$ cat src/hw/nas_pkg.sv
// Shared constants, operation codes and decode helpers of the nibble ALU.
// Assumes a single core clock; every consumer imports nas_pkg::*.
// Summary of operation
// - Status word lives at nibbles 7FH and 7EH
// - Decimal bit0@7EH; compare bit3, carry bit2, zero bit1
// - Unused status bits always read as zero
// - Compare-and-skip leaves carry flag untouched
// - Arithmetic updates carry even with compare flag set
// - Reset clears every status word bit
// - Zero result, compare flag clear: zero flag set
// - Non-zero result clears zero flag unless the result is written to 7FH
// - Compare flag set: zero result holds zero flag
// - Bit tests clear the compare-accumulate flag
// - General register is data memory row zero
// - Flag flip-flops and status word bits are one
// - Every operation finishes in one instruction
// - Add/subtract on register-memory or memory-immediate operands
// - AND, OR, XOR on both operand forms
// - Bit tests check selected bits, store nothing
// - Memory versus immediate: equal, unequal, not-less, less
// - Rotate moves register nibble toward bit zero
// - Rotation passes through the carry flag
// - Compare subtracts, stores nothing, skips per condition
package nas_pkg;

  // ----------------------------------------------------------------
  // Status word placement
  // ----------------------------------------------------------------
  localparam logic [6:0] NAS_ADDR_STATUS_LO = 7'h7E; // Decimal-mode nibble
  localparam logic [6:0] NAS_ADDR_STATUS_HI = 7'h7F; // Flag nibble
  localparam logic [2:0] NAS_GR_ROW = 3'h0;          // Row pointer is fixed
  localparam int NAS_BIT_BCD = 0;
  localparam int NAS_BIT_COMPARE = 3;
  localparam int NAS_BIT_CARRY = 2;
  localparam int NAS_BIT_ZERO = 1;
  localparam logic NAS_FLAG_RST = 1'b0;              // Every flag after reset
  localparam logic [3:0] NAS_NIBBLE_ZERO = 4'h0;
  localparam logic [3:0] NAS_BCD_MAX = 4'h9;         // Largest decimal digit
  localparam logic [3:0] NAS_BCD_ADJ = 4'h6;         // Decimal correction

  // ----------------------------------------------------------------
  // Operation codes
  // ----------------------------------------------------------------
  typedef enum logic [4:0] {
    NAS_OP_NOP,
    NAS_OP_ADD_GR, NAS_OP_ADDC_GR, NAS_OP_SUB_GR, NAS_OP_SUBC_GR,
    NAS_OP_ADD_IM, NAS_OP_ADDC_IM, NAS_OP_SUB_IM, NAS_OP_SUBC_IM,
    NAS_OP_OR_GR, NAS_OP_AND_GR, NAS_OP_XOR_GR,
    NAS_OP_OR_IM, NAS_OP_AND_IM, NAS_OP_XOR_IM,
    NAS_OP_SKIP_BITS_SET, NAS_OP_SKIP_BITS_CLEAR,
    NAS_OP_SKIP_EQUAL, NAS_OP_SKIP_UNEQUAL, NAS_OP_SKIP_NOT_LESS, NAS_OP_SKIP_LESS,
    NAS_OP_ROTATE_RIGHT, NAS_OP_MOVE_IM
  } nas_op_e;

  // ----------------------------------------------------------------
  // Decode helpers
  // ----------------------------------------------------------------
  function automatic logic nas_is_arith(input nas_op_e op);
    return op inside {NAS_OP_ADD_GR, NAS_OP_ADDC_GR, NAS_OP_SUB_GR, NAS_OP_SUBC_GR,
                      NAS_OP_ADD_IM, NAS_OP_ADDC_IM, NAS_OP_SUB_IM, NAS_OP_SUBC_IM};
  endfunction : nas_is_arith

  function automatic logic nas_is_logic(input nas_op_e op);
    return op inside {NAS_OP_OR_GR, NAS_OP_AND_GR, NAS_OP_XOR_GR,
                      NAS_OP_OR_IM, NAS_OP_AND_IM, NAS_OP_XOR_IM};
  endfunction : nas_is_logic

  function automatic logic nas_is_compare(input nas_op_e op);
    return op inside {NAS_OP_SKIP_EQUAL, NAS_OP_SKIP_UNEQUAL,
                      NAS_OP_SKIP_NOT_LESS, NAS_OP_SKIP_LESS};
  endfunction : nas_is_compare

  function automatic logic nas_is_bit_test(input nas_op_e op);
    return op inside {NAS_OP_SKIP_BITS_SET, NAS_OP_SKIP_BITS_CLEAR};
  endfunction : nas_is_bit_test

endpackage : nas_pkg
$ cat src/hw/nas_alu_if.sv
// Operand and result bundle between the ALU control and its two units.
// Assumes all three ends sit on the same core clock.
`timescale 1ns/100ps
`default_nettype none
interface nas_alu_if;
  logic [3:0] opa;     // First operand
  logic [3:0] opb;     // Second operand
  logic cin;           // Carry or borrow in
  logic sub;           // Subtract when high
  logic dec;           // Decimal digit mode
  logic [1:0] lsel;    // 0 OR, 1 AND, 2 XOR, 3 rotate right
  logic [3:0] sum;     // Adder result
  logic cout;          // Carry or borrow out
  logic [3:0] lres;    // Logic or rotate result
  logic lcout;         // Bit leaving on rotate
  modport ctrl (output opa, opb, cin, sub, dec, lsel, input sum, cout, lres, lcout);
  modport arith (input opa, opb, cin, sub, dec, output sum, cout);
  modport logic_u (input opa, opb, cin, lsel, output lres, lcout);
endinterface : nas_alu_if
`default_nettype wire

$ cat src/hw/nas_adder.sv
// Binary and single-digit decimal adder/subtractor of the nibble ALU.
// Assumes operands are settled combinationally by the control module.
`timescale 1ns/100ps
`default_nettype none
module nas_adder
(
  nas_alu_if.arith alu
);
  import nas_pkg::*;

  // ----------------------------------------------------------------
  // Add or subtract with optional decimal correction
  // ----------------------------------------------------------------
  logic [4:0] raw; // Five-bit uncorrected result
  always_comb
  begin
    raw = 5'h00;
    alu.sum = NAS_NIBBLE_ZERO;
    alu.cout = 1'b0;
    if (alu.sub)
    begin
      // Borrow shows as bit 4 of the wrapped difference
      raw = {1'b0, alu.opa} - {1'b0, alu.opb} - {4'h0, alu.cin};
      alu.cout = raw[4];
      alu.sum = (alu.dec && raw[4]) ? raw[3:0] - NAS_BCD_ADJ : raw[3:0];
    end
    else
    begin
      raw = {1'b0, alu.opa} + {1'b0, alu.opb} + {4'h0, alu.cin};
      // Digits beyond nine wrap by adding six, which also raises carry
      if (alu.dec && (raw > {1'b0, NAS_BCD_MAX}))
      begin
        alu.sum = raw[3:0] + NAS_BCD_ADJ;
        alu.cout = 1'b1;
      end
      else
      begin
        alu.sum = raw[3:0];
        alu.cout = raw[4];
      end
    end
  end

endmodule : nas_adder
`default_nettype wire

$ cat src/hw/nas_alu.sv
// Top of the nibble ALU: operand selection, status word and write-back.
// Assumes the core fetches both operands from data memory in the same
// cycle it presents op_valid, and that it applies wr_* to data memory.
`timescale 1ns/100ps
`default_nettype none
module nas_alu
(
  input wire logic sys_clk,
  input wire logic srst,
  input wire logic clk_en,
  input wire logic op_valid,
  input wire nas_pkg::nas_op_e op,
  input wire logic [3:0] gr_col,
  input wire logic [6:0] mem_addr,
  input wire logic [3:0] gr_rdata,
  input wire logic [3:0] mem_rdata,
  input wire logic [3:0] imm,
  output logic wr_en,
  output logic [6:0] wr_addr,
  output logic [3:0] wr_data,
  output logic skip,
  output logic [3:0] status_hi,
  output logic [3:0] status_lo
);
  import nas_pkg::*;

  // ----------------------------------------------------------------
  // Status flip-flops
  // ----------------------------------------------------------------
  logic zero_flag_r;              // Zero flag
  logic carry_flag_r;             // Carry flag
  logic compare_accumulate_flag_r; // Compare-accumulate flag
  logic bcd_flag_r;               // Decimal-mode flag

  // ----------------------------------------------------------------
  // Decode and operand selection
  // ----------------------------------------------------------------
  logic go;             // Instruction executes this cycle
  logic gr_form;        // First operand is the general register
  logic arith;          // Add or subtract instruction
  logic logic_op;       // AND, OR or XOR instruction
  logic compare;        // Compare-and-skip instruction
  logic bit_test;       // Bit test instruction
  logic rotate;         // Rotate right through carry
  logic [3:0] mem_val;  // Memory operand, status nibbles substituted
  logic [6:0] gr_addr;  // Address of the general register nibble
  nas_alu_if alu ();

  assign go = op_valid && clk_en;
  assign arith = nas_is_arith(op);
  assign logic_op = nas_is_logic(op);
  assign compare = nas_is_compare(op);
  assign bit_test = nas_is_bit_test(op);
  assign rotate = (op == NAS_OP_ROTATE_RIGHT);
  assign gr_form = op inside {NAS_OP_ADD_GR, NAS_OP_ADDC_GR, NAS_OP_SUB_GR,
                              NAS_OP_SUBC_GR, NAS_OP_OR_GR, NAS_OP_AND_GR,
                              NAS_OP_XOR_GR, NAS_OP_ROTATE_RIGHT};
  assign gr_addr = {NAS_GR_ROW, gr_col};

  // Status word presented as two nibbles; unused bits tied low
  assign status_hi = {compare_accumulate_flag_r, carry_flag_r, zero_flag_r, 1'b0};
  assign status_lo = {3'h0, bcd_flag_r};

  // Reads of the status addresses see the flip-flops, not memory
  always_comb
  begin
    if (mem_addr == NAS_ADDR_STATUS_HI)
      mem_val = status_hi;
    else if (mem_addr == NAS_ADDR_STATUS_LO)
      mem_val = status_lo;
    else
      mem_val = mem_rdata;
  end

  // ----------------------------------------------------------------
  // Drive the shared units
  // ----------------------------------------------------------------
  always_comb
  begin
    // Register forms pair register with memory, others memory with immediate
    alu.opa = gr_form ? gr_rdata : mem_val;
    alu.opb = gr_form ? mem_val : imm;
    alu.sub = op inside {NAS_OP_SUB_GR, NAS_OP_SUBC_GR, NAS_OP_SUB_IM,
                         NAS_OP_SUBC_IM} || compare;
    // Carry-in only for the carry forms and for rotation
    alu.cin = (op inside {NAS_OP_ADDC_GR, NAS_OP_SUBC_GR, NAS_OP_ADDC_IM,
                          NAS_OP_SUBC_IM} || rotate) && carry_flag_r;
    // Comparisons are always binary so their borrow is a true ordering
    alu.dec = arith && bcd_flag_r;
    unique case (op)
      NAS_OP_AND_GR, NAS_OP_AND_IM: alu.lsel = 2'h1;
      NAS_OP_XOR_GR, NAS_OP_XOR_IM: alu.lsel = 2'h2;
      NAS_OP_ROTATE_RIGHT: alu.lsel = 2'h3;
      default: alu.lsel = 2'h0;
    endcase
  end

  nas_adder u_adder (
    .alu (alu)
  );

  nas_logic u_logic (
    .alu (alu)
  );

  // ----------------------------------------------------------------
  // Result, write-back target and skip decision
  // ----------------------------------------------------------------
  logic arith_zero;      // Adder result is zero
  logic bits_sel_set;    // All selected bits are one
  logic bits_sel_clear;  // All selected bits are zero
  logic skip_nxt;        // Skip next instruction
  logic wb_en;           // Result goes back to the first operand
  logic [6:0] wb_addr;   // Target of the result
  logic [3:0] wb_data;   // Result value
  logic st_wr;           // Write-back lands on the status word

  assign arith_zero = (alu.sum == NAS_NIBBLE_ZERO);
  assign bits_sel_set = ((mem_val & imm) == imm);
  assign bits_sel_clear = ((mem_val & imm) == NAS_NIBBLE_ZERO);

  always_comb
  begin
    skip_nxt = 1'b0;
    unique case (op)
      NAS_OP_SKIP_BITS_SET: skip_nxt = bits_sel_set;
      NAS_OP_SKIP_BITS_CLEAR: skip_nxt = bits_sel_clear;
      NAS_OP_SKIP_EQUAL: skip_nxt = arith_zero;
      NAS_OP_SKIP_UNEQUAL: skip_nxt = !arith_zero;
      NAS_OP_SKIP_NOT_LESS: skip_nxt = !alu.cout;
      NAS_OP_SKIP_LESS: skip_nxt = alu.cout;
      default: skip_nxt = 1'b0;
    endcase
  end

  always_comb
  begin
    // While accumulating a compare, subtraction must not damage the data
    wb_en = (arith && !compare_accumulate_flag_r) || logic_op || rotate
            || (op == NAS_OP_MOVE_IM);
    wb_addr = gr_form ? gr_addr : mem_addr;
    if (arith)
      wb_data = alu.sum;
    else if (logic_op || rotate)
      wb_data = alu.lres;
    else
      wb_data = imm;
  end

  assign st_wr = wb_en && ((wb_addr == NAS_ADDR_STATUS_HI) ||
                           (wb_addr == NAS_ADDR_STATUS_LO));

  // ----------------------------------------------------------------
  // Memory write port and skip pulse
  // ----------------------------------------------------------------
  // Status nibbles are held here, so those writes never reach memory
  always_ff @(posedge sys_clk)
  begin
    if (srst)
    begin
      wr_en <= 1'b0;
      wr_addr <= 7'h00;
      wr_data <= NAS_NIBBLE_ZERO;
      skip <= 1'b0;
    end
    else if (clk_en)
    begin
      wr_en <= op_valid && wb_en && !st_wr;
      wr_addr <= wb_addr;
      wr_data <= wb_data;
      skip <= op_valid && skip_nxt;
    end
  end

  // ----------------------------------------------------------------
  // Zero flag
  // ----------------------------------------------------------------
  // A direct write of the status nibble wins over the arithmetic effect
  always_ff @(posedge sys_clk)
  begin
    if (srst)
      zero_flag_r <= NAS_FLAG_RST;
    else if (go && st_wr && wb_addr == NAS_ADDR_STATUS_HI)
      zero_flag_r <= wb_data[NAS_BIT_ZERO];
    else if (go && arith)
    begin
      if (!arith_zero)
        zero_flag_r <= 1'b0;
      else if (!compare_accumulate_flag_r)
        zero_flag_r <= 1'b1;
      // Otherwise the accumulated match result is kept
    end
  end

  // ----------------------------------------------------------------
  // Carry flag
  // ----------------------------------------------------------------
  // Comparisons share the subtractor but never touch carry
  always_ff @(posedge sys_clk)
  begin
    if (srst)
      carry_flag_r <= NAS_FLAG_RST;
    else if (go && st_wr && wb_addr == NAS_ADDR_STATUS_HI)
      carry_flag_r <= wb_data[NAS_BIT_CARRY];
    else if (go && arith)
      carry_flag_r <= alu.cout;
    else if (go && rotate)
      carry_flag_r <= alu.lcout;
  end

  // ----------------------------------------------------------------
  // Compare-accumulate flag
  // ----------------------------------------------------------------
  always_ff @(posedge sys_clk)
  begin
    if (srst)
      compare_accumulate_flag_r <= NAS_FLAG_RST;
    else if (go && bit_test)
      compare_accumulate_flag_r <= 1'b0;
    else if (go && st_wr && wb_addr == NAS_ADDR_STATUS_HI)
      compare_accumulate_flag_r <= wb_data[NAS_BIT_COMPARE];
  end

  // ----------------------------------------------------------------
  // Decimal-mode flag
  // ----------------------------------------------------------------
  always_ff @(posedge sys_clk)
  begin
    if (srst)
      bcd_flag_r <= NAS_FLAG_RST;
    else if (go && st_wr && wb_addr == NAS_ADDR_STATUS_LO)
      bcd_flag_r <= wb_data[NAS_BIT_BCD];
  end

  logic hi_target; // Write-back aims at the flag nibble
  assign hi_target = st_wr && (wb_addr == NAS_ADDR_STATUS_HI);
endmodule : nas_alu
`default_nettype wire

$ cat src/hw/nas_logic.sv
// Logic and rotate unit of the nibble ALU.
// Assumes the carry flag arrives on cin for rotation.
`timescale 1ns/100ps
`default_nettype none
module nas_logic
(
  nas_alu_if.logic_u alu
);
  import nas_pkg::*;

  // ----------------------------------------------------------------
  // Bitwise operations and rotation through carry
  // ----------------------------------------------------------------
  always_comb
  begin
    alu.lcout = alu.opa[0];
    unique case (alu.lsel)
      2'h0: alu.lres = alu.opa | alu.opb;
      2'h1: alu.lres = alu.opa & alu.opb;
      2'h2: alu.lres = alu.opa ^ alu.opb;
      2'h3: alu.lres = {alu.cin, alu.opa[3:1]};
    endcase
  end

endmodule : nas_logic
`default_nettype wire

$ cat config.mk
export PLATFORM = sky130hd
export DESIGN_NAME = nas_alu
export DESIGN_NICKNAME = d
export VERILOG_FILES = /design/src/hw/nas_pkg.sv /design/src/hw/nas_alu_if.sv /design/src/hw/nas_adder.sv /design/src/hw/nas_alu.sv /design/src/hw/nas_logic.sv
export SDC_FILE = /design/constraint.sdc
export NUM_CORES = 1
export LEC_CHECK = 0
export ABC_AREA = 1
export BUFFER_PORTS_ARGS = -buffer_cell sky130_fd_sc_hd__buf_4
export CAP_MARGIN = 10
export CORE_MARGIN = 2
export CORE_UTILIZATION = 35
export DETAILED_ROUTE_END_ITERATION = 10
export HOLD_SLACK_MARGIN = 0.06
export PLACE_DENSITY = 0.58
export SYNTH_ARGS = -nofsm -noshare
export SYNTH_HDL_FRONTEND = slang
export SYNTH_SLANG_ARGS = --single-unit
$ cat constraint.sdc
create_clock -name sys_clk -period 4.4 [get_ports sys_clk]
set_clock_uncertainty 0.1 [all_clocks]
set_input_delay 0.22 -clock sys_clk [delete_from_list [all_inputs] [get_ports sys_clk]]
set_output_delay 0.22 -clock sys_clk [all_outputs]
set_load 0.02 [all_outputs]
==> results.md, run 1 <==
- Status: finished, final reports clean
- CTS buffer count: 3
- Synth cell types: 39
- Pins Over Slew Limit: 0
- Reg2reg start: bcd_flag_r
- Total GRT Usage: 18.34%
- End of the worst hold path: skip
- Setup_tns: 0 ps
- Post-synth top area share: between 15 and 20%
- DR iter-0 viols: 147
- CTS clk-pin slew, worst paths: 70 ps
- Final #Nets: approximately 490
- RSZ-0062 raised after global routing: false
- Crit end category: flop
- DR vias: 2571
- Overflow after GRT: 0
- Initial Util: between 30% and 40%
- Input/output buffers: 48
- Hold path start: srst
- Worst Reg-to-Reg Cells: 25
- Die area: 0.007479 sq mm
- PD cells: around 230 mW/mm^2
- P_leak: 1.526 nW
- Clk_lat worst skew: roughly 250 ps
- DIE WIDTH: approximately 86 um
- Layout cells sized above 1: between 20% and 30%
- Post-synthesis cell count: approximately 400
- Largest net degree at the start of global routing: 22
- GPL Wtd Cong: 0.9051
- Final ANT Viol Nets: 0
- Async SR Flop Fraction: 0%
- Area leader, netlist: nand2_1
- Antenna Cells: 0
- Post-CTS Setup Bufs: 0
- Area growth syn-to-layout: 18.60%
- Worst-Margin Slew: just over 600 ps
- H-tree levels: 1
- DRC viols: 0
- Warnings from Yosys: 0
- CTS sink count: 17
- Number of synthesized register bits: 17
- Most common cell in the synthesized netlist: nand2_1
- Seq/Total Area, Yosys: between 10% and 20%
- Mean Syn Cell Area: between 6 and 7 sq um
- Worst EP required: 4460 ps
- Number of setup violations in the final report: 0
- DPL Wire Length: 5.581 mm
- Final critical-path share of the clock period: about nine tenths
- # resized after CTS: 0
- Vias in the first global route: ~2300
- WS Path Type: in2reg
- Top-Level Pins: 53
- Timing-limited maximum frequency: roughly 0.25 GHz
- Worst-case clock buffer depth: 2
- WL final: approximately 6.7 mm
- R2R Setup Slk: 500 ps
- WL per Instance: between 10 and 15 um
- First-pass GRT wire length: 11.01 mm
- Core area: around 0.0067 sq mm
- Drt first pass iters: 5
- Initial antenna violation count: 0
- CP Launch Type: input pin
- Hold Crit Class: in2reg
- Maximum vdd drop: around 0.08 mV
- WHS Path Cells: 2
- Min Tclk post-route: roughly 4000 ps
- Mapped Area: ~0.0024 sq mm
- Cts hold-fix bufs: 0
- CTS tree: built
- Max-Cap Viols: 0
- Slew headroom: about three fifths
- Hold Vio Cnt, Final: 0
- Final core utilization: between 40% and 50%
- RR Endpoint: zero_flag_r
- Root Driver: clkbuf_8
- Ranking of synthesized cells by area: nand2_1 16%, dfxtp_1 14%, inv_1 9.5%, ha_1 7.9%, nand3_1 7.8%
- Post-synth EDFFs: 0
- Drt via density: between 4 and 5
- Worst-path fanout max: 17
- Critical Path AT: approximately 4000 ps
- Synth top cells by count: 100 x nand2_1, 60 x inv_1, 37 x nand3_1
- Die H: between 80 and 90 um
- Most used DFF post-synth: dfxtp_1
- Cell Rows: 30
## registers in the layout, indices dropped and copies added, names as in the netlist
name                       cells
wr_addr                        7
wr_data                        4
skip                           1
wr_en                          1
bcd_flag_r                     1
compare_accumulate_flag_r      1
carry_flag_r                   1
zero_flag_r                    1
## cell type report
| class | instances | area (sq um) |
|---|---|---|
| fill | 735 | 3857 |
| multi-input combinational | 293 | 1694 |
| timing repair buffer | 49 | 367.9 |
| sequential | 17 | 340.3 |
| inverter | 73 | 276.5 |
| tap | 80 | 100.1 |
| clock buffer | 4 | 45.04 |
## layer usage
layer,wire length (um),vias to the layer above,part of all wire (%),global-route usage [%]
li1,-,1331,-,-
met1,3274,1160,49,26.52
met2,3041,76,46,29.58
met3,324,4,4.9,2.762
met4,27,0,0.40,2.415
met5,0,-,0,0
## worst max path at each step
stage                     start           to  slack [ps]  depth (start not counted)
after CTS                 op[1]  zero_flag_r         430                         27
after global placement    op[3]  zero_flag_r         270                         27
after detailed placement  op[1]  zero_flag_r         180                         27
final                     op[2]  zero_flag_r         420                         27
after global routing      op[2]         skip           8                         32
after floorplan           op[2]  zero_flag_r         550                         30
## power breakdown
part	internal [mW]	switching, mW
logic	0.128	0.227
clock network	0.0643	0.0545
registers	0.164	0.00524
total	0.356	0.287
## critical path, cell delays in order
cell and delay [ps]:
buf_4 130, nor2_2 260, nand3_2 170, nand2_2 130, inv_2 50, nand2_4 180, o21ai_0 220, fa_1 440
inv_1 100, fa_1 450, inv_1 120, ha_1 210, nand2_1 70, nand2_1 60, inv_1 30, nand3_1 60
nand2_1 80, nand2_1 160, nand2_1 80, nand3_1 100, nand3_1 70, nor2_1 140, nand3_1 160, o21ai_2 160
nand2_1 70, nand2_1 60, nor2_1 40
## logic make-up after synthesis
group	Yosys count	share of synthesized area (%)
adders and majority gates	19	11.25
AOI/OAI and AO/OA	68	17.45
DFF	17	14.29
buffers and inverters	86	15.24
other	1	0.1575
and+or+nand+nor	202	41.62
## layout by cell type, fill, tap and decap left out, drive strengths merged
cell,n
o311ai,1
o2111ai,3
clkbuf,4
and2,1
nand2,108
a31oi,2
nand3,45
inv,73
a21boi,2
fa,4
o211ai,9
nand4,2
conb,4
o21ai,38
a22oi,1
or2,4
buf,49
nor3,3
dfxtp,17
ha,15
nor2,39
o221ai,1
a21oi,11
## through the flow
stage	area (sq um)	cells	hold slack (ps)	setup slack, ps	total power [mW]
floorplan	2392	396	189.1	550.0	0.4234
global placement	2774	512	344.7	274.9	0.5209
detailed placement	2774	512	351.0	175.3	0.5257
CTS	2819	516	71.23	434.5	0.6473
global route	2824	516	82.44	8.028	0.7078
finish	2824	516	73.92	424.6	0.6427
Note: power is estimated with default switching activity, not from simulation.
==> run 2: changes to the inputs <==
Settings changed: PLACE_DENSITY 0.58 to unset.
==> run 2 against run 1 <==
Compared with the run above:
- cell count stayed put
- total power rose by 0.26%
- highest routed layer unchanged
- final area down 0.13%
- register-to-register slack barely moved
- largest power group unchanged
- setup slack better by 8.7 ps
- sequential cell count unchanged
- critical path depth unchanged
- maximum frequency rose by 0.22%
- non-clock buffer count stayed put
- wire length rose by 0.55%
- first-iteration DRC count shrank 6.8%
- die area unchanged
==> results.md, run 2 (synthesis gave the netlist of run 1 again) <==
- Status: finished, final reports clean (unchanged)
- Setup_tns: 0 ps (unchanged)
- CTS clk-pin slew, worst paths: 80 ps (was 70 ps)
- Final #Nets: 488 (unchanged)
- WS Path Type: in2reg (unchanged)
- NetSw: 0.2905 mW (was 0.2867 mW)
- Final critical-path share of the clock period: 90.15% (was 90.35%)
- Cts hold-fix bufs: 0 (unchanged)
- Worst EP required: 4460 ps (about the same)
- Initial antenna violation count: 0 (unchanged)
- Max-Cap Viols: 0 (unchanged)
- Area growth syn-to-layout: 18.44% (was 18.60%)
- Worst Reg-to-Reg Cells: 25 (unchanged)
- Slowest cell on the critical path: fa_1 (unchanged)
- WL per Instance: 12.99 um (was 12.92 um)
- Maximum vdd drop: 0.1012 mV (was 0.08101 mV)
- DRC viols: 0 (unchanged)
- H-tree levels: 1 (unchanged)
- Largest net degree at the start of global routing: 22 (unchanged)
- Critical Path AT: 4030 ps (about the same)
- Min Tclk post-route: 3967 ps (was 3975 ps)
- Reg2reg start: bcd_flag_r (unchanged)
- Hold Crit Class: in2reg (unchanged)
- # resized after CTS: 0 (unchanged)
- Core area: 0.006681 sq mm (unchanged)
- Commonest non-fill, non-tap cells in the layout: 100 x nand2_1, 60 x inv_1, 49 x buf_4 (unchanged)
- Placed cell areas: 0.002774 sq mm (unchanged)
- Switching Fraction: 45.08% (was 44.61%)
- Overflow after GRT: 0 (unchanged)
- Top-Level Pins: 53 (unchanged)
- Sequential share of power: 26.2% (was 26.3%)
- Cell Rows: 30 (unchanged)
- Clk_lat worst skew: 260 ps (was 250 ps)
- Slew headroom: 53.77% (was 58.18%)
- Most common cell after layout, fill and taps aside: nand2_1 (unchanged)
- Layout fillers: 732 (was 735)
- Final ANT Viol Nets: 0 (unchanged)
- Initial Util: 35.64% (unchanged)
- End of the worst hold path: skip (unchanged)
- Crit end category: flop (unchanged)
- Drt first pass iters: 4 (was 5)
- Number of setup violations in the final report: 0 (unchanged)
- First-pass GRT wire length: 11.03 mm (was 11.01 mm)
- Input/output buffers: 48 (unchanged)
- R2R Setup Slk: 510 ps (was 500 ps)
- Hold path start: srst (unchanged)
- Hold Vio Cnt, Final: 0 (unchanged)
- Post-route total power: 0.6444 mW (was 0.6427 mW)
- Root Driver: clkbuf_8 (unchanged)
- Clk pwr share: 19.2% (was 18.5%)
- Worst-path fanout max: 17 (unchanged)
- P_leak: 1.528 nW (was 1.526 nW)
- Dpl ws: 198.0 ps (was 175.3 ps)
- Antenna Cells: 0 (unchanged)
- DPL Wire Length: 5.543 mm (was 5.581 mm)
- Timing-limited maximum frequency: 0.2521 GHz (was 0.2515 GHz)
- Top reg by flops: wr_addr (unchanged)
- Fin Hold WS: 70.96 ps (was 73.92 ps)
- Max reg flops: 7 (unchanged)
- Drt via density: 4.915 (was 4.983)
- Regs by FF count: wr_addr x7, wr_data x4 (unchanged)
- PD cells: 228.5 mW/mm^2 (was 227.6 mW/mm^2)
- Post-CTS Setup Bufs: 0 (unchanged)
- Internal Power: 0.3539 mW (was 0.3560 mW)
- CTS sink count: 17 (unchanged)
- GPL Wtd Cong: 0.9123 (was 0.9051)
- Combinational power share: 54.6% (was 55.3%)
- Pins Over Slew Limit: 0 (unchanged)
- CP Launch Type: input pin (unchanged)
- DIE WIDTH: 86.48 um (unchanged)
- Die H: 86.48 um (unchanged)
- CTS buffer count: 3 (unchanged)
- CTS tree: built (unchanged)
- Vias in the first global route: 2439 (was 2331)
- DR iter-0 viols: 137 (was 147)
- Layout cells sized above 1: 22.71% (was 22.48%)
- CP dominant cell by count: nand2_1 (unchanged)
- Total GRT Usage: 18.09% (was 18.34%)
- Worst path max stage delay: 450 ps (about the same)
- WL final: 6.704 mm (was 6.667 mm)
- Post-route setup slack: 433.3 ps (was 424.6 ps)
- DR vias: 2536 (was 2571)
- Post-layout instance area: 0.002820 sq mm (was 0.002824 sq mm)
- Worst-Margin Slew: 684.8 ps (was 619.4 ps)
- RR Endpoint: zero_flag_r (unchanged)
- WHS Path Cells: 2 (unchanged)
- Worst-case clock buffer depth: 2 (unchanged)
- Die area: 0.007479 sq mm (unchanged)
- RSZ-0062 raised after global routing: false (unchanged)
-- run 2: cell count changes in the layout (fill, tap and decap cells not counted) --
| cell | before | now |
|---|---|---|
| nor2_4 | 4 | 3 |
| clkinv_2 | 0 | 1 |
| nor2_2 | 3 | 4 |
| clkbuf_1 | 1 | 0 |
-- run 2: critical path: cells and delay by family --
family	cells	cell delay, ps
compound gates	2	380
buf+inv	5	430
fa+ha+maj	3	1090
simple gates	17	1870
-- run 2: final cells by class --
class | instances | area [sq um] | area share, %
Timing Repair Buffer | 49 | 367.9 | 13.04
Sequential cell | 17 | 340.3 | 12.07
Tap cell | 80 | 100.1 | 3.549
Inverter | 73 | 276.5 | 9.805
Clock inverter | 1 | 5.005 | 0.1775
Multi-Input combinational cell | 293 | 1689 | 59.89
Clock buffer | 3 | 41.29 | 1.464
-- run 2: how the worst max path moves through the flow --
stage / startpoint / to / slack (ps) / depth (start not counted)
6_report: op[1] / zero_flag_r / 430 / 27
2_1_floorplan: op[2] / zero_flag_r / 550 / 30
3_3_place_gp: op[0] / zero_flag_r / 310 / 27
5_1_grt: op[1] / zero_flag_r / 9 / 27
3_5_place_dp: op[1] / zero_flag_r / 200 / 27
4_1_cts: op[1] / zero_flag_r / 470 / 27
-- run 2: through the flow --
| stage | util [%] | instances |
|---|---|---|
| floorplan | - | 396 |
| global placement | 41.52 | 512 |
| detailed placement | 41.52 | 512 |
| CTS | 42.21 | 516 |
| global route | 42.21 | 516 |
| finish | 42.21 | 516 |
-- run 2: per-layer routing --
metal  track usage, %  vias to the layer above  part of all wire, %
li1                 -                     1324                    -
met1            26.26                     1144                   49
met2            29.02                       60                   46
met3            2.476                        8                  4.7
met4            2.841                        0                 0.75
met5                0                        -                    0
-- run 2: power by group through the flow --
| stage | clock network [mW] | logic (mW) | registers (mW) |
|---|---|---|---|
| finish | 0.124 | 0.352 | 0.169 |
| CTS | 0.126 | 0.351 | 0.168 |
| detailed placement | 0 | 0.349 | 0.172 |
| global route | 0.131 | 0.404 | 0.169 |
| floorplan | 0 | 0.241 | 0.182 |
| global placement | 0 | 0.346 | 0.172 |
==> run 3: changes to the inputs <==
Clock period 4.4 ns to 4 ns, I/O delays scaled along.
==> run 3 against run 2 <==
Compared with the run above:
- first-iteration DRC count shrank 19%
- register-to-register slack hardly changed
- non-clock buffer count rose by 16
- sequential cell count stayed put
- clock power increased by 6%
- total power up 13%
- critical path depth did not move
- core utilization grew 2.2 points
- combinational power up 16%
- via count increased by 1.3%
- final area rose by 5.1%
- setup slack worse by 42 ps
- largest cell class unchanged
- largest power group unchanged
==> results.md, run 3 (synthesis gave the netlist of run 1 again) <==
- First-pass GRT wire length: 10.83 mm (was 11.03 mm)
- Pins Over Slew Limit: 0 (unchanged)
- Worst-Margin Slew: 611.7 ps (was 684.8 ps)
- CTS buffer count: 3 (unchanged)
- Reg2reg start: bcd_flag_r (unchanged)
- Final core utilization: 44.38% (was 42.21%)
- DRC viols: 0 (unchanged)
- Dpl ws: 63.48 ps (was 198.0 ps)
- WL per Instance: 12.60 um (was 12.99 um)
- Layout fillers: 718 (was 732)
- Worst Reg-to-Reg Cells: 25 (unchanged)
- GR Layer Usage met3: 2.762% (was 2.476%)
- Met1 Track Usage GR: 25.94% (was 26.26%)
- Core area: 0.006681 sq mm (unchanged)
- Worst Setup EP: zero_flag_r (unchanged)
- Root Driver: clkbuf_8 (unchanged)
- CTS tree: built (unchanged)
- Initial Util: 35.64% (unchanged)
- Commonest non-fill, non-tap cells in the layout: 99 x nand2_1, 64 x buf_4, 60 x inv_1 (was 100 x nand2_1, 60 x inv_1, 49 x buf_4)
- CP Launch Type: input pin (unchanged)
- Drt first pass iters: 5 (was 4)
- Post-route setup slack: 390.9 ps (was 433.3 ps)
- WL final: 6.704 mm (unchanged)
- Regs by FF count: wr_addr x7, wr_data x4 (unchanged)
- Cell Rows: 30 (unchanged)
- Initial antenna violation count: 0 (unchanged)
- RR Endpoint: zero_flag_r (unchanged)
- R2R Setup Slk: 510 ps (about the same)
- Fin Hold WS: 125.4 ps (was 70.96 ps)
- Slew headroom: 58.70% (was 53.77%)
- Worst-case clock buffer depth: 2 (unchanged)
- Maximum vdd drop: 0.09676 mV (was 0.1012 mV)
- RSZ-0062 raised after global routing: false (unchanged)
- Drt via density: 4.827 (was 4.915)
- Hold Vio Cnt, Final: 0 (unchanged)
- Count of non-filler cells in the finished layout: 532 (was 516)
- PD cells: 245.1 mW/mm^2 (was 228.5 mW/mm^2)
- Worst-path fanout max: 5 (was 17)
- Final #Nets: 504 (was 488)
- Die H: 86.48 um (unchanged)
- Area growth syn-to-layout: 24.54% (was 18.44%)
- Top-Level Pins: 53 (unchanged)
- DR iter-0 viols: 111 (was 137)
- Die area: 0.007479 sq mm (unchanged)
- Hold Crit Class: in2reg (unchanged)
- Final critical-path share of the clock period: approximately nine tenths
- H-tree levels: 1 (unchanged)
- Overflow after GRT: 0 (unchanged)
- Status: finished, final reports clean (unchanged)
- Crit end category: flop (unchanged)
- Cells after DPL: 527 (was 512)
- Top reg by flops: wr_addr (unchanged)
- Post-CTS Setup Bufs: 0 (unchanged)
- Worst EP required: 4060 ps (was 4460 ps)
- Layout cells sized above 1: 26.11% (was 22.71%)
- Final ANT Viol Nets: 0 (unchanged)
- Largest net degree at the start of global routing: 22 (unchanged)
- Max reg flops: 7 (unchanged)
- Placed cell areas: 0.002887 sq mm (was 0.002774 sq mm)
- Grt met2 use: 28.81% (was 29.02%)
- GR peak layer: met2 (unchanged)
- Most common cell after layout, fill and taps aside: nand2_1 (unchanged)
- Input/output buffers: 48 (unchanged)
- Min Tclk post-route: about 3600 ps
- Post-route total power: 0.7268 mW (was 0.6444 mW)
- CTS clk-pin slew, worst paths: 70 ps (was 80 ps)
- Timing-limited maximum frequency: roughly 0.28 GHz
- Clk_lat worst skew: 260 ps (about the same)
- WHS Path Cells: 3 (was 2)
- Number of setup violations in the final report: 0 (unchanged)
- Worst setup path startpoint: op[0] (was op[1])
- Max-Cap Viols: 0 (unchanged)
- CTS sink count: 17 (unchanged)
- GPL Wtd Cong: 0.9060 (was 0.9123)
- Vias in the first global route: 2330 (was 2439)
- DIE WIDTH: 86.48 um (unchanged)
- WS Path Type: in2reg (unchanged)
- Critical Path AT: 3670 ps (was 4030 ps)
- Setup_tns: 0 ps (unchanged)
- Post-layout instance area: 0.002965 sq mm (was 0.002820 sq mm)
- DR vias: 2568 (was 2536)
- Total GRT Usage: 18.05% (was 18.09%)
- Antenna Cells: 0 (unchanged)
- P_leak: 1.609 nW (was 1.528 nW)
- DPL Wire Length: 5.684 mm (was 5.543 mm)
==> run 3: cell count changes in the layout (fill, tap and decap cells not counted), sizes merged <==
cell / previous run / this run
buf: 49 / 64
dlygate4sd3: 0 / 1
==> run 3: metal layers <==
metal | vias up | part of all wire [%]
li1 | 1364 | -
met1 | 1147 | 51
met3 | 4 | 4.4
met4 | 0 | 0.48
met2 | 53 | 44
met5 | - | 0
==> run 3: worst min path at each step <==
stage | start | end | slack (ps)
floorplan | srst | carry_flag_r | 170
global placement | srst | skip | 330
detailed placement | srst | skip | 330
CTS | mem_addr[6] | wr_addr[6] | 120
global route | mem_addr[6] | wr_addr[6] | 120
finish | mem_addr[4] | wr_addr[4] | 130
==> run 3: area by class of cell <==
class	count	area (sq um)	share of cell area (%)
Clock inverter	1	5.005	0.1688
Inverter	73	276.5	9.325
Sequential cell	17	340.3	11.48
Clock buffer	3	41.29	1.392
Timing Repair Buffer	65	490.5	16.54
Tap cell	80	100.1	3.376
Multi-Input combinational cell	293	1712	57.72
==> run 3: timing repair <==
item	CTS	global route
setup endpoints to repair	0	3
hold buffers	1	0
gates resized for setup	0	8
endpoints found under the hold margin	3	0
==> run 3: power breakdown <==
| part | leakage (nW) | switching, mW | internal (mW) | total (mW) |
|---|---|---|---|---|
| logic | 1.44 | 0.255 | 0.155 | 0.410 |
| clock network | 0.0255 | 0.0620 | 0.0692 | 0.131 |
| registers | 0.140 | 0.00587 | 0.180 | 0.186 |
==> run 3: critical path: stages <==
cell	delay, ps
buf_4	120
nor2_1	250
nand3_1	170
nand2_2	130
nor2_4	70
nand2_1	60
o21ai_1	100
fa_1	440
inv_1	100
fa_1	450
inv_1	130
ha_1	210
nand2_1	70
nand2_1	60
inv_1	40
nand3_1	70
nand2_1	90
nand2_2	110
nand2_1	60
nand3_1	90
nand3_1	90
nor2_1	160
nand3_2	120
o21ai_2	140
nand2_1	60
nand2_1	50
nor2_1	40
